==> config.mk <==
export PLATFORM = sky130hd
export DESIGN_NAME = pts_adapter
export DESIGN_NICKNAME = d
export VERILOG_FILES = /design/src/logic/pts_delay_line.v /design/src/logic/pts_lat_adj.v /design/src/logic/pts_adapter.v
export VERILOG_INCLUDE_DIRS = /design/src /design/src/logic
export SDC_FILE = /design/constraint.sdc
export NUM_CORES = 2
export LEC_CHECK = 0
export BUFFER_PORTS_ARGS = -buffer_cell sky130_fd_sc_hd__clkbuf_2
export CAP_MARGIN = 20
export CORE_ASPECT_RATIO = 0.5
export CORE_MARGIN = 3
export CORE_UTILIZATION = 30
export CTS_CLUSTER_SIZE = 24
export DETAILED_ROUTE_END_ITERATION = 6
export PLACE_DENSITY = 0.53
export REMOVE_ABC_BUFFERS = 1
export SLEW_MARGIN = 20
export SYNTH_ARGS = -nofsm -noshare
export SYNTH_HDL_FRONTEND = slang
export SYNTH_HIERARCHICAL = 1
export SYNTH_SLANG_ARGS = --single-unit
==> constraint.sdc <==
create_clock -name clock -period 5 [get_ports clock]
set_clock_uncertainty 0.1 [all_clocks]
set_input_delay 0.25 -clock clock [delete_from_list [all_inputs] [get_ports clock]]
set_output_delay 0.25 -clock clock [all_outputs]
set_load 0.005 [all_outputs]
==> src/logic/pts_defines.vh <==
// constants for the timestamp stream adapter: register map, fields, resets
// assumes inclusion by every logic file of the adapter, nothing else
`ifndef PTS_DEFINES_VH
`define PTS_DEFINES_VH

// avalon byte addresses, one 32-bit word each
`define PTS_ADDR_CTRL      4'h0
`define PTS_ADDR_TX_LAT    4'h4
`define PTS_ADDR_RX_LAT    4'h8
`define PTS_ADDR_STATUS    4'hc

// control register fields
`define PTS_CTRL_TX_INLINE 0
`define PTS_CTRL_RX_INLINE 1
`define PTS_CTRL_FMT_CF    2
`define PTS_CTRL_RST       3'h0

// latency adjust in nanoseconds, reset to the full fixed path latency
`define PTS_TX_LAT_RST     16'h0040
`define PTS_RX_LAT_RST     16'h0030

// command field layout
`define PTS_CMD_OP_LO      0
`define PTS_CMD_CSUM_BIT   8
`define PTS_CMD_TAG_LO     16
`define PTS_OP_NONE        2'h0
`define PTS_OP_ONE_STEP    2'h1
`define PTS_OP_TWO_STEP    2'h2

// widened transmit user bits
`define PTS_USER_UNDERRUN  0
`define PTS_USER_CMD_LO    64

// in-line words are eight byte beats long
`define PTS_INLINE_BEATS   4'h8
// receive delay: eight stamp beats plus the beat that shows the frame start
`define PTS_RX_DLY_STAGES  9
`define PTS_NS_PER_SEC     33'h03b9aca00

`endif

==> src/logic/pts_delay_line.v <==
// fixed delay line used ahead of the receive in-line insert
// assumes a continuous byte stream, one beat per clock
`timescale 1ns/100ps
`default_nettype none
`include "pts_defines.vh"

module pts_delay_line #(
  parameter W = 11
) (
  input  wire         clock,
  input  wire         rst_b,
  input  wire [W-1:0] din,
  output wire [W-1:0] dout
);

  // one stage more than the stamp, else the first frame beat is lost
  reg [W-1:0] stage_q [0:`PTS_RX_DLY_STAGES-1];

  genvar i;
  generate
    for (i = 0; i < `PTS_RX_DLY_STAGES; i = i + 1) begin : g_stage
      if (i == 0) begin : g_head
        always @(posedge clock) begin
          if (!rst_b) begin
            stage_q[i] <= {W{1'b0}};
          end else begin
            stage_q[i] <= din;
          end
        end
      end else begin : g_tail
        always @(posedge clock) begin
          if (!rst_b) begin
            stage_q[i] <= {W{1'b0}};
          end else begin
            stage_q[i] <= stage_q[i-1];
          end
        end
      end
    end
  endgenerate

  assign dout = stage_q[`PTS_RX_DLY_STAGES-1];

endmodule

`default_nettype wire

==> src/logic/pts_lat_adj.v <==
// captures the timer and adds or subtracts a latency, one cycle later valid
// assumes timer inputs are steady in the cycle of the take pulse
`timescale 1ns/100ps
`default_nettype none
`include "pts_defines.vh"

module pts_lat_adj (
  input  wire        clock,
  input  wire        rst_b,
  input  wire        take,
  input  wire        sub,
  input  wire [47:0] sec_i,
  input  wire [31:0] ns_i,
  input  wire [63:0] cf_i,
  input  wire [15:0] lat_i,
  output reg  [79:0] tod_q,
  output reg  [63:0] cf_q,
  output reg         done_q
);

  reg [32:0] ns_sum;
  reg [32:0] ns_d;
  reg [47:0] sec_d;

  always @* begin
    ns_sum = {1'b0, ns_i} + {17'h0, lat_i};
    ns_d   = ns_sum;
    sec_d  = sec_i;
    if (sub) begin
      if (ns_i >= {16'h0, lat_i}) begin
        ns_d = {1'b0, ns_i} - {17'h0, lat_i};
      end else begin
        // borrow a second so nanoseconds stay in range
        ns_d  = {1'b0, ns_i} + `PTS_NS_PER_SEC - {17'h0, lat_i};
        sec_d = sec_i - 48'h1;
      end
    end else if (ns_sum >= `PTS_NS_PER_SEC) begin
      ns_d  = ns_sum - `PTS_NS_PER_SEC;
      sec_d = sec_i + 48'h1;
    end
  end

  always @(posedge clock) begin
    if (!rst_b) begin
      tod_q  <= 80'h0;
      cf_q   <= 64'h0;
      done_q <= 1'b0;
    end else begin
      done_q <= take;
      if (take) begin
        tod_q <= {sec_d, ns_d[31:0]};
        // scaled nanoseconds: latency sits above the 16 fraction bits
        if (sub) begin
          cf_q <= cf_i - {32'h0, lat_i, 16'h0};
        end else begin
          cf_q <= cf_i + {32'h0, lat_i, 16'h0};
        end
      end
    end
  end

endmodule

`default_nettype wire

==> src/logic/pts_adapter.v <==
// timestamp stream adapter between client streams and a gigabit mac path
// assumes byte-wide streams, a free-running timer and an avalon master
//
// Implementation choices: the address map and register access over Avalon-MM.
`timescale 1ns/100ps
`default_nettype none
`include "pts_defines.vh"

module pts_adapter (
  input  wire         clock,
  input  wire         rst_b,
  // avalon-mm register slave
  input  wire [3:0]   avs_address,
  input  wire         avs_read,
  input  wire         avs_write,
  input  wire [31:0]  avs_writedata,
  output reg  [31:0]  avs_readdata,
  output reg          avs_waitrequest,
  // timer
  input  wire [47:0]  time_of_day_sec,
  input  wire [31:0]  time_of_day_ns,
  input  wire [63:0]  cf_time,
  // transmit from client
  input  wire [7:0]   tx_in_data,
  input  wire         tx_in_valid,
  input  wire         tx_in_last,
  input  wire [127:0] tx_in_user,
  output reg          tx_in_ready,
  // transmit to mac
  output reg  [7:0]   tx_mac_data,
  output reg          tx_mac_valid,
  output reg          tx_mac_last,
  output reg          tx_mac_underrun,
  output reg          tx_mac_recalc_fcs,
  output reg          tx_mac_recalc_udp,
  input  wire         tx_mac_ready,
  // transmit timestamp stream
  output reg  [79:0]  tx_timestamp_stream_data,
  output reg  [15:0]  tx_timestamp_stream_tag,
  output reg          tx_timestamp_stream_valid,
  input  wire         tx_timestamp_stream_ready,
  // receive from phy/mac
  input  wire         rx_in_sfd,
  input  wire [7:0]   rx_in_data,
  input  wire         rx_in_valid,
  input  wire         rx_in_last,
  input  wire         rx_in_user,
  // receive to client
  output reg  [7:0]   rx_out_data,
  output reg          rx_out_valid,
  output reg          rx_out_last,
  output reg          rx_out_user,
  // receive timestamp stream
  output reg  [79:0]  rx_timestamp_stream_data,
  output reg          rx_timestamp_stream_valid
);

  localparam ST_IDLE  = 2'h0;
  localparam ST_CMD   = 2'h1;
  localparam ST_FRAME = 2'h2;

  reg  [2:0]  ctrl_q;
  reg  [15:0] tx_lat_q;
  reg  [15:0] rx_lat_q;
  reg  [15:0] tx_cnt_q;
  reg  [15:0] rx_cnt_q;
  reg  [1:0]  st_q;
  reg  [1:0]  st_d;
  reg  [3:0]  cmd_cnt_q;
  reg  [63:0] cmd_q;
  reg  [63:0] cmd_use;
  reg         rx_frame_q;
  reg  [3:0]  inj_cnt_q;
  reg  [63:0] inj_word_q;
  reg         out_valid_d;

  wire tx_inline = ctrl_q[`PTS_CTRL_TX_INLINE];
  wire rx_inline = ctrl_q[`PTS_CTRL_RX_INLINE];
  wire fmt_cf    = ctrl_q[`PTS_CTRL_FMT_CF];
  wire bus_go    = (avs_read | avs_write) & avs_waitrequest;
  wire wr_en     = avs_write & ~avs_waitrequest;
  wire tx_take   = tx_in_valid & tx_in_ready;
  wire tx_first  = tx_take & (st_q != ST_CMD) & (st_q != ST_FRAME);
  wire [1:0] op  = cmd_use[`PTS_CMD_OP_LO +: 2];
  wire op_stamp  = (op == `PTS_OP_ONE_STEP) | (op == `PTS_OP_TWO_STEP);
  wire rx_first  = rx_in_valid & ~rx_frame_q;

  wire [79:0] tx_tod;
  wire [63:0] tx_cf;
  wire        tx_done;
  wire [79:0] rx_tod;
  wire [63:0] rx_cf;
  wire        rx_done;
  wire [10:0] rx_dly;
  reg         tx_stamp_pend_q;
  reg  [15:0] tx_tag_q;

  // avalon slave: one wait cycle, then the answer edge
  always @(posedge clock) begin
    if (!rst_b) begin
      avs_waitrequest <= 1'b1;
      avs_readdata    <= 32'h0;
      ctrl_q          <= `PTS_CTRL_RST;
      tx_lat_q        <= `PTS_TX_LAT_RST;
      rx_lat_q        <= `PTS_RX_LAT_RST;
    end else begin
      avs_waitrequest <= ~bus_go;
      if (bus_go & avs_read) begin
        case (avs_address)
          `PTS_ADDR_CTRL:   avs_readdata <= {29'h0, ctrl_q};
          `PTS_ADDR_TX_LAT: avs_readdata <= {16'h0, tx_lat_q};
          `PTS_ADDR_RX_LAT: avs_readdata <= {16'h0, rx_lat_q};
          `PTS_ADDR_STATUS: avs_readdata <= {rx_cnt_q, tx_cnt_q};
          default:          avs_readdata <= 32'h0;
        endcase
      end
      if (wr_en) begin
        case (avs_address)
          `PTS_ADDR_CTRL:   ctrl_q   <= avs_writedata[2:0];
          `PTS_ADDR_TX_LAT: tx_lat_q <= avs_writedata[15:0];
          `PTS_ADDR_RX_LAT: rx_lat_q <= avs_writedata[15:0];
          default:          ctrl_q   <= ctrl_q;
        endcase
      end
    end
  end

  // transmit sequencing: optional eight command bytes, then the frame
  always @* begin
    st_d = st_q;
    case (st_q)
      ST_IDLE: begin
        if (tx_take & tx_inline) begin
          st_d = ST_CMD;
        end else if (tx_take & ~tx_in_last) begin
          st_d = ST_FRAME;
        end
      end
      ST_CMD: begin
        if (tx_take & (cmd_cnt_q == `PTS_INLINE_BEATS - 4'h1)) begin
          st_d = ST_IDLE;
        end
      end
      ST_FRAME: begin
        if (tx_take & tx_in_last) begin
          st_d = ST_IDLE;
        end
      end
      default: st_d = ST_IDLE;
    endcase
  end

  // after an in-line command the next beat is the frame's first
  reg cmd_ready_q;

  always @* begin
    if (tx_inline) begin
      cmd_use = cmd_q;
    end else begin
      cmd_use = tx_in_user[`PTS_USER_CMD_LO +: 64];
    end
  end

  wire frame_beat = tx_take & (st_q != ST_CMD) & ~(st_q == ST_IDLE &
                    tx_inline & ~cmd_ready_q);
  wire frame_first = frame_beat & (st_q == ST_IDLE);

  always @* begin
    out_valid_d = (tx_mac_valid & ~tx_mac_ready) | frame_beat;
  end

  always @(posedge clock) begin
    if (!rst_b) begin
      st_q        <= ST_IDLE;
      cmd_cnt_q   <= 4'h0;
      cmd_q       <= 64'h0;
      cmd_ready_q <= 1'b0;
      tx_in_ready <= 1'b0;
      tx_mac_data       <= 8'h0;
      tx_mac_valid      <= 1'b0;
      tx_mac_last       <= 1'b0;
      tx_mac_underrun   <= 1'b0;
      tx_mac_recalc_fcs <= 1'b0;
      tx_mac_recalc_udp <= 1'b0;
    end else begin
      st_q <= (frame_first & ~tx_in_last) ? ST_FRAME :
              (frame_first ? ST_IDLE : st_d);
      // half rate: ready only while the single output stage is free
      tx_in_ready  <= ~out_valid_d;
      tx_mac_valid <= out_valid_d;
      if (st_q == ST_IDLE & tx_take & tx_inline & ~cmd_ready_q) begin
        cmd_q     <= {tx_in_data, cmd_q[63:8]};
        cmd_cnt_q <= 4'h1;
        st_q      <= ST_CMD;
      end else if (st_q == ST_CMD & tx_take) begin
        cmd_q     <= {tx_in_data, cmd_q[63:8]};
        cmd_cnt_q <= cmd_cnt_q + 4'h1;
        if (cmd_cnt_q == `PTS_INLINE_BEATS - 4'h1) begin
          cmd_ready_q <= 1'b1;
        end
      end
      if (frame_first) begin
        cmd_ready_q <= 1'b0;
        tx_mac_recalc_fcs <= (op == `PTS_OP_ONE_STEP);
        tx_mac_recalc_udp <= (op == `PTS_OP_ONE_STEP) &
                             cmd_use[`PTS_CMD_CSUM_BIT];
      end
      if (frame_beat) begin
        tx_mac_data     <= tx_in_data;
        tx_mac_last     <= tx_in_last;
        tx_mac_underrun <= tx_in_user[`PTS_USER_UNDERRUN];
      end
    end
  end

  // capture at pipeline entry; only fixed stages follow
  pts_lat_adj u_tx_adj (
    .clock  (clock),
    .rst_b  (rst_b),
    .take   (frame_first),
    .sub    (1'b0),
    .sec_i  (time_of_day_sec),
    .ns_i   (time_of_day_ns),
    .cf_i   (cf_time),
    .lat_i  (tx_lat_q),
    .tod_q  (tx_tod),
    .cf_q   (tx_cf),
    .done_q (tx_done)
  );

  // transmit stamp return, held until taken
  always @(posedge clock) begin
    if (!rst_b) begin
      tx_stamp_pend_q           <= 1'b0;
      tx_tag_q                  <= 16'h0;
      tx_timestamp_stream_valid <= 1'b0;
      tx_timestamp_stream_data  <= 80'h0;
      tx_timestamp_stream_tag   <= 16'h0;
      tx_cnt_q                  <= 16'h0;
    end else begin
      if (frame_first) begin
        tx_stamp_pend_q <= op_stamp;
        tx_tag_q        <= cmd_use[`PTS_CMD_TAG_LO +: 16];
        tx_cnt_q        <= tx_cnt_q + 16'h1;
      end
      if (tx_done & tx_stamp_pend_q) begin
        tx_timestamp_stream_valid <= 1'b1;
        tx_timestamp_stream_tag   <= tx_tag_q;
        tx_timestamp_stream_data  <= fmt_cf ? {16'h0, tx_cf} : tx_tod;
      end else if (tx_timestamp_stream_ready) begin
        tx_timestamp_stream_valid <= 1'b0;
      end
    end
  end

  pts_lat_adj u_rx_adj (
    .clock  (clock),
    .rst_b  (rst_b),
    .take   (rx_in_sfd),
    .sub    (1'b1),
    .sec_i  (time_of_day_sec),
    .ns_i   (time_of_day_ns),
    .cf_i   (cf_time),
    .lat_i  (rx_lat_q),
    .tod_q  (rx_tod),
    .cf_q   (rx_cf),
    .done_q (rx_done)
  );

  pts_delay_line #(
    .W (11)
  ) u_rx_dly (
    .clock (clock),
    .rst_b (rst_b),
    .din   ({rx_in_valid, rx_in_last, rx_in_user, rx_in_data}),
    .dout  (rx_dly)
  );

  always @(posedge clock) begin
    if (!rst_b) begin
      rx_frame_q                <= 1'b0;
      inj_cnt_q                 <= 4'h0;
      inj_word_q                <= 64'h0;
      rx_out_data               <= 8'h0;
      rx_out_valid              <= 1'b0;
      rx_out_last               <= 1'b0;
      rx_out_user               <= 1'b0;
      rx_timestamp_stream_valid <= 1'b0;
      rx_timestamp_stream_data  <= 80'h0;
      rx_cnt_q                  <= 16'h0;
    end else begin
      if (rx_in_valid) begin
        rx_frame_q <= ~rx_in_last;
      end
      // every frame gets its sideband stamp
      rx_timestamp_stream_valid <= rx_done;
      if (rx_done) begin
        rx_timestamp_stream_data <= fmt_cf ? {16'h0, rx_cf} : rx_tod;
        rx_cnt_q                 <= rx_cnt_q + 16'h1;
      end
      if (rx_first & rx_inline) begin
        inj_cnt_q <= `PTS_INLINE_BEATS;
        inj_word_q <= fmt_cf ? rx_cf : {rx_tod[63:32], rx_tod[31:0]};
      end else if (inj_cnt_q != 4'h0) begin
        inj_cnt_q  <= inj_cnt_q - 4'h1;
        inj_word_q <= {8'h0, inj_word_q[63:8]};
      end
      if (inj_cnt_q != 4'h0) begin
        // stamp bytes fill eight of the nine cycles the frame is held back
        rx_out_valid <= 1'b1;
        rx_out_data  <= inj_word_q[7:0];
        rx_out_last  <= 1'b0;
        rx_out_user  <= 1'b0;
      end else if (rx_inline) begin
        rx_out_valid <= rx_dly[10];
        rx_out_last  <= rx_dly[9];
        rx_out_user  <= rx_dly[8];
        rx_out_data  <= rx_dly[7:0];
      end else begin
        rx_out_valid <= rx_in_valid;
        rx_out_last  <= rx_in_last;
        rx_out_user  <= rx_in_user;
        rx_out_data  <= rx_in_data;
      end
    end
  end

endmodule

`default_nettype wire

---- Word level (Yosys, flattened, before mapping) ----
Memories as Yosys holds them, arrays and structs flattened.
Index checks and enable logic that the tools add are counted.
storage, ports and cells
  register bits ........................... 750
  RAM bits ................................ 99
  bits of input ports ..................... 336
  word-level logic and storage cells ...... 178
  memories kept ........................... 1
cells by class
  add/subtract/negate cells ............... 13
  order comparisons ....................... 2
  eq/ne operators ......................... 15
  muxes and demuxes ....................... 44
  bitwise logic cells ..................... 46
  reductions and logical operators ........ 16
memory list
  name              depth  bits a word  read ports  clocked after Yosys merged registers in  write ports  RTL line             source
  u_rx_dly.stage_q  9      11           9           0                                        9            pts_delay_line.v:17  reg [W-1:0] stage_q [0:`PTS_RX_DLY_STAGES-1];
operator list
  kind                    number
  $mux 64                 5
  $mux 80                 2
  $pmux 32 s4             1
  $mux 11                 9
  $mux 32                 3
  $mux 48                 2
  $add 64x32->64          1
  $sub 32x16->32          2
  $sub 64x32->64          1
  $add 48x1->48 const B   1
  $sub 48x1->48 const B   1
  $add 32x16->33          1
  $ge 33x30->1 const B    1
  $add 16x1->16 const B   2
  $add 32x30->32 const B  1
  $ge 32x16->1            1
  $sub 32x30->32 const B  1
  $and 1x1->1             23
  $mux 8                  2
  $mux 2                  6
  $or 1x1->1              12
  $mux 1                  11
  $not 1->1               11
  $ne 5x5->1 const B      2
  other kinds (19)        34

---- Depth between registers and ports, before layout ----
  depth after elaboration ................. 9
  depth in mapped cells ................... 21

---- Cells and area by module ----
Netlist, hierarchy kept.
modules (own cells, without submodules)
  module                   times used  cells an instance  area each (µm²)  sequential area each (µm²)
  pts_adapter              1           2080               18223.7          8968.6
  pts_lat_adj at u_rx_adj  1           2009               15194.6          2902.8
  pts_lat_adj at u_tx_adj  1           1896               14448.9          2902.8
  pts_delay_line           1           208                2660.1           1981.9

---- Worst setup path after synthesis ----
No wires, ideal clock.
  kind .................................... reg-to-reg
  start point ............................. register tx_lat_q[5]
  end point ............................... register u_tx_adj.cf_q[63]
  arrival time ............................ 4.097 ns
  data required time ...................... 4.770 ns
  path slack .............................. 0.673 ns
  stages on the path, launching flop included .. 18
  period minus slack after synthesis ...... 4.327 ns
  path through ............................ dfxtp_1 -> nor4_1 -> nor3b_1 -> nor2_1 -> xnor2_1 -> ha_1 -> a21o_1 -> a21o_1 -> a21oi_1 -> a21oi_1 -> a211o_1 -> a31oi_1 -> nor3_1 -> or4_1 -> a41oi_1 -> o21ai_0 -> xnor2_1 -> o21ai_0
between the ends
  cells in the longest elaborated chain, start to end .. 1
ends and longest elaborated chain
  element                 RTL line           source
  from (decl)             pts_adapter.v:63   reg [15:0] tx_lat_q;
  from (signal assigned)  pts_adapter.v:104  tx_lat_q <= `PTS_TX_LAT_RST;
  from (signal assigned)  pts_adapter.v:120  `PTS_ADDR_TX_LAT: tx_lat_q <= avs_writedata[15:0];
  $add 64x32->64          pts_lat_adj.v:56   cf_q <= cf_i + {32'h0, lat_i, 16'h0};
  to (signal assigned)    pts_lat_adj.v:54   cf_q <= cf_i - {32'h0, lat_i, 16'h0};
  to (signal assigned)    pts_lat_adj.v:56
  to (decl)               pts_lat_adj.v:17   output reg [63:0] cf_q,
Every way passes these cells.
A chain may end at the register's enable or synchronous reset.

---- Worst setup path in the final report ----
  start point ............................. register tx_lat_q[4]
  end point ............................... register u_tx_adj.tod_q[66]
between the ends
  cells in the longest elaborated chain, start to end .. 3
ends and longest elaborated chain
  element                 RTL line          source
  $add 32x16->33          pts_lat_adj.v:26  ns_sum = {1'b0, ns_i} + {17'h0, lat_i};
  $ge 33x30->1 (no line)  -
  $mux 48                 pts_lat_adj.v:37  end else if (ns_sum >= `PTS_NS_PER_SEC) begin
  to (signal assigned)    pts_lat_adj.v:51  tod_q <= {sec_d, ns_d[31:0]};
  to (decl)               pts_lat_adj.v:16  output reg [79:0] tod_q,
Every way passes these cells.

==> impl_metrics.toml <==
[final_layout]
n_fill_cell = 17418
layout_common_cells = "835 x dfxtp_1, 699 x nand2_1, 526 x nor2_1, 445 x clkbuf_2, 417 x a21oi_1"
nets = 7320
fin_util_pct = 36.3
layout_commonest_cell = "dfxtp_1"
area_delta_synth_final_pct = 19.1
drive_above_1_share_pct = 14.1

[synthesis]
syn-cell-area_um2 = 50500
avgSynthCellArea_um2 = 8.16
synth.top_cell.area_share_pct = 33.2
ys_ff_latch = 837
yosys_warnings = 6
synthCells = 6193
yosysUniqueCellTypes = 116
yosys-top-cells-area = "dfxtp_1 33%, ha_1 6.2%, mux2i_1 5.5%, nand2_1 5.2%, a21oi_1 4.2%"
synth-main-ff-cell = "dfxtp_1"
synth_seq_area_share_pct = 33.2
async_flop_share_pct = 0
yosys.area.top_type = "dfxtp_1"
synth-edff-count = 0

[cts]
clockBufferDepth = 3
root_buffer = "clkbuf_16"
clk_pin_slew_ns = 0.07
cts_buffers = 87
htree_num_levels = 3
cts_tree = "done"
clk_latency_ns = 0.69
cts_num_sinks = 837

[routing]
drtAntennaViolNets = 0
dr.pass1.iters = 6
num_vias = 46781
wl_per_cell_um = 21.2
drt-total-wl_um = 191000
route.detailed.drc = 0
initialDrtViolationCount = 3606
viasPerCell = 5.19

[die]
rows = 105
die_w_um = 586
top_level_ports = 572
dieHeight_um = 296
dieArea_um2 = 174000
core_area_um2 = 166000
start_util_pct = 30.5

[setup_path]
cp-start-kind = "flop"
worstPathMaxFanout = 9
crit_path_end_kind = "flop"
worstPathRequired_ns = 5.47
worst_ep_arrival_time_ns = 5.31
critical_path_class = "reg -> reg"

[timing]
final.min_clock_period_ns = 4.84
post-route-period-util_pct = 96.8
setup-tns-final_ns = 0
finalSetupViolCount = 0
hold_viol = 0
fmax_mhz = 207
max-slew-margin-rel_pct = 14.8
rsz0062_at_grt = "true"
worst_pin_slew_ns = 1.27
drv_slew = 0
setup_ws_ns = 0.161

[global_route]
grt_pass1_wl_um = 282000
overflow = 0
track_usage_pct = 21.2
antenna_found_initial = 5
grt_start_max_net_pins = 131
grt_pass1_vias = 44103

[power]
peakVddDrop_mv = 0.279
power_leakage_nw = 22.9
p_per_area_nw_per_um2 = 287

[hold_path]
hp-class = "in -> reg"

[placement]
pre_cts_slack_ns = 0.0884
gp_congestion = 0.931
io_buffers = 447
dpl.hpwl_um = 144000

[status]
outcome = "finished clean"

[run]
cap_violations = 0
-- layer usage --
metal	track usage, %	wire [µm]	vias up
met1	28.0	85800	22071
li1	-	-	23193
met5	0	10	-
met4	6.66	6190	2
met2	35.6	89300	1262
met3	3.01	9690	253
-- cell type report --
class / instances / area (µm²) / area share [%]
tap: 2247 / 2810 / 4.67
timing repair buffer: 795 / 5330 / 8.86
clock buffer: 112 / 2370 / 3.94
clock inverter: 46 / 467 / 0.776
multi-input combinational: 4759 / 31600 / 52.5
antenna: 4 / 10.0 / 0.0166
inverter: 222 / 841 / 1.40
sequential: 837 / 16800 / 27.9
-- path summary, 6_finish.rpt --
path         cells past startpoint                      to  slack, ns                    from
min reg2reg                      1  u_rx_dly/stage_q[4][9]       0.32  u_rx_dly/stage_q[3][9]
max                             17      u_tx_adj/tod_q[66]       0.16             tx_lat_q[4]
max reg2reg                     17      u_tx_adj/tod_q[66]       0.16             tx_lat_q[4]
min                              3      u_tx_adj/tod_q[52]       0.05     time_of_day_sec[20]
-- stage by stage --
| step | area, µm² | total power, mW | hold slack [ns] | cells |
|---|---|---|---|---|
| floorplan | 49000 | 9.24 | 0.222 | 5818 |
| global placement | 55900 | 10.5 | 0.312 | 8731 |
| detailed placement | 55900 | 10.5 | 0.317 | 8731 |
| CTS | 60100 | 17.4 | 0.00613 | 9017 |
| global route | 60100 | 18.1 | 0.0259 | 9018 |
| finish | 60200 | 17.3 | 0.0525 | 9022 |
-- power by group --
part / internal [mW] / switching, mW
clock: 3.70 / 3.04
combinational: 1.22 / 2.15
sequential: 6.97 / 0.178
total: 11.9 / 5.36
-- worst max-delay path: stages, from the launching register on --
cell and delay [ns]:
dfxtp_1 0.42, buf_4 0.15, inv_1 0.05, ha_1 0.35
or2_0 0.25, a211o_2 0.36, a2111oi_2 0.32, and4b_1 0.26
ha_1 0.23, o211a_1 0.27, o211ai_1 0.28, a21oi_2 0.17
buf_4 0.24, a2111oi_4 0.53, buf_12 0.19, nand3_1 0.10
mux2i_1 0.14, a221o_1 0.29
-- what timing repair did --
action | in CTS | in global routing
buffers inserted | 0 | 1
resized for setup | 0 | 12
endpoints found under the setup margin | 0 | 10
endpoints found under the hold margin | 219 | 0
hold buffers | 128 | 0
-- Yosys cell counts (17+ instances only) --
cell	number
fa_1	30
mux2_2	21
clkbuf_1	282
o21ai_1	35
inv_1	217
dfxtp_1	837
nand3b_1	33
nor3b_1	22
nand2b_1	50
nand4_1	64
buf_2	49
a22oi_1	37
ha_1	252
a31oi_1	67
and2_1	129
xor2_1	100
mux2i_1	277
nor2_1	528
nor4_1	62
o21a_1	39
o211ai_1	37
o21bai_1	27
a211oi_1	265
buf_1	38
xnor2_1	227
nand2_1	702
nor3_1	121
or2_2	17
nand3_1	142
a21oi_1	421
or3_1	66
o21ai_0	283
and3_1	125
o211a_1	20
nor2b_1	106
or4_1	25
a21o_1	77
o31ai_1	40
-- cells by family after synthesis --
| group | synth area share, % |
|---|---|
| other cells | 0.0149 |
| compound gates | 21.0 |
| mux | 6.11 |
| xor+xnor | 5.73 |
| simple gates | 21.7 |
| buf+inv | 4.78 |
| flops | 33.2 |
| fa+ha+maj | 7.43 |
-- state kept, by name (all words and copies together) (netlist names), 32 cells and up --
signal	count
inj_word_q	64
u_tx_adj/cf_q	64
u_rx_dly/stage_q	99
u_rx_adj/tod_q	80
avs_readdata	32
u_rx_adj/cf_q	64
cmd_q	52
tx_timestamp_stream_data	80
u_tx_adj/tod_q	80
rx_timestamp_stream_data	80
Power figures use the tool's default switching activity.
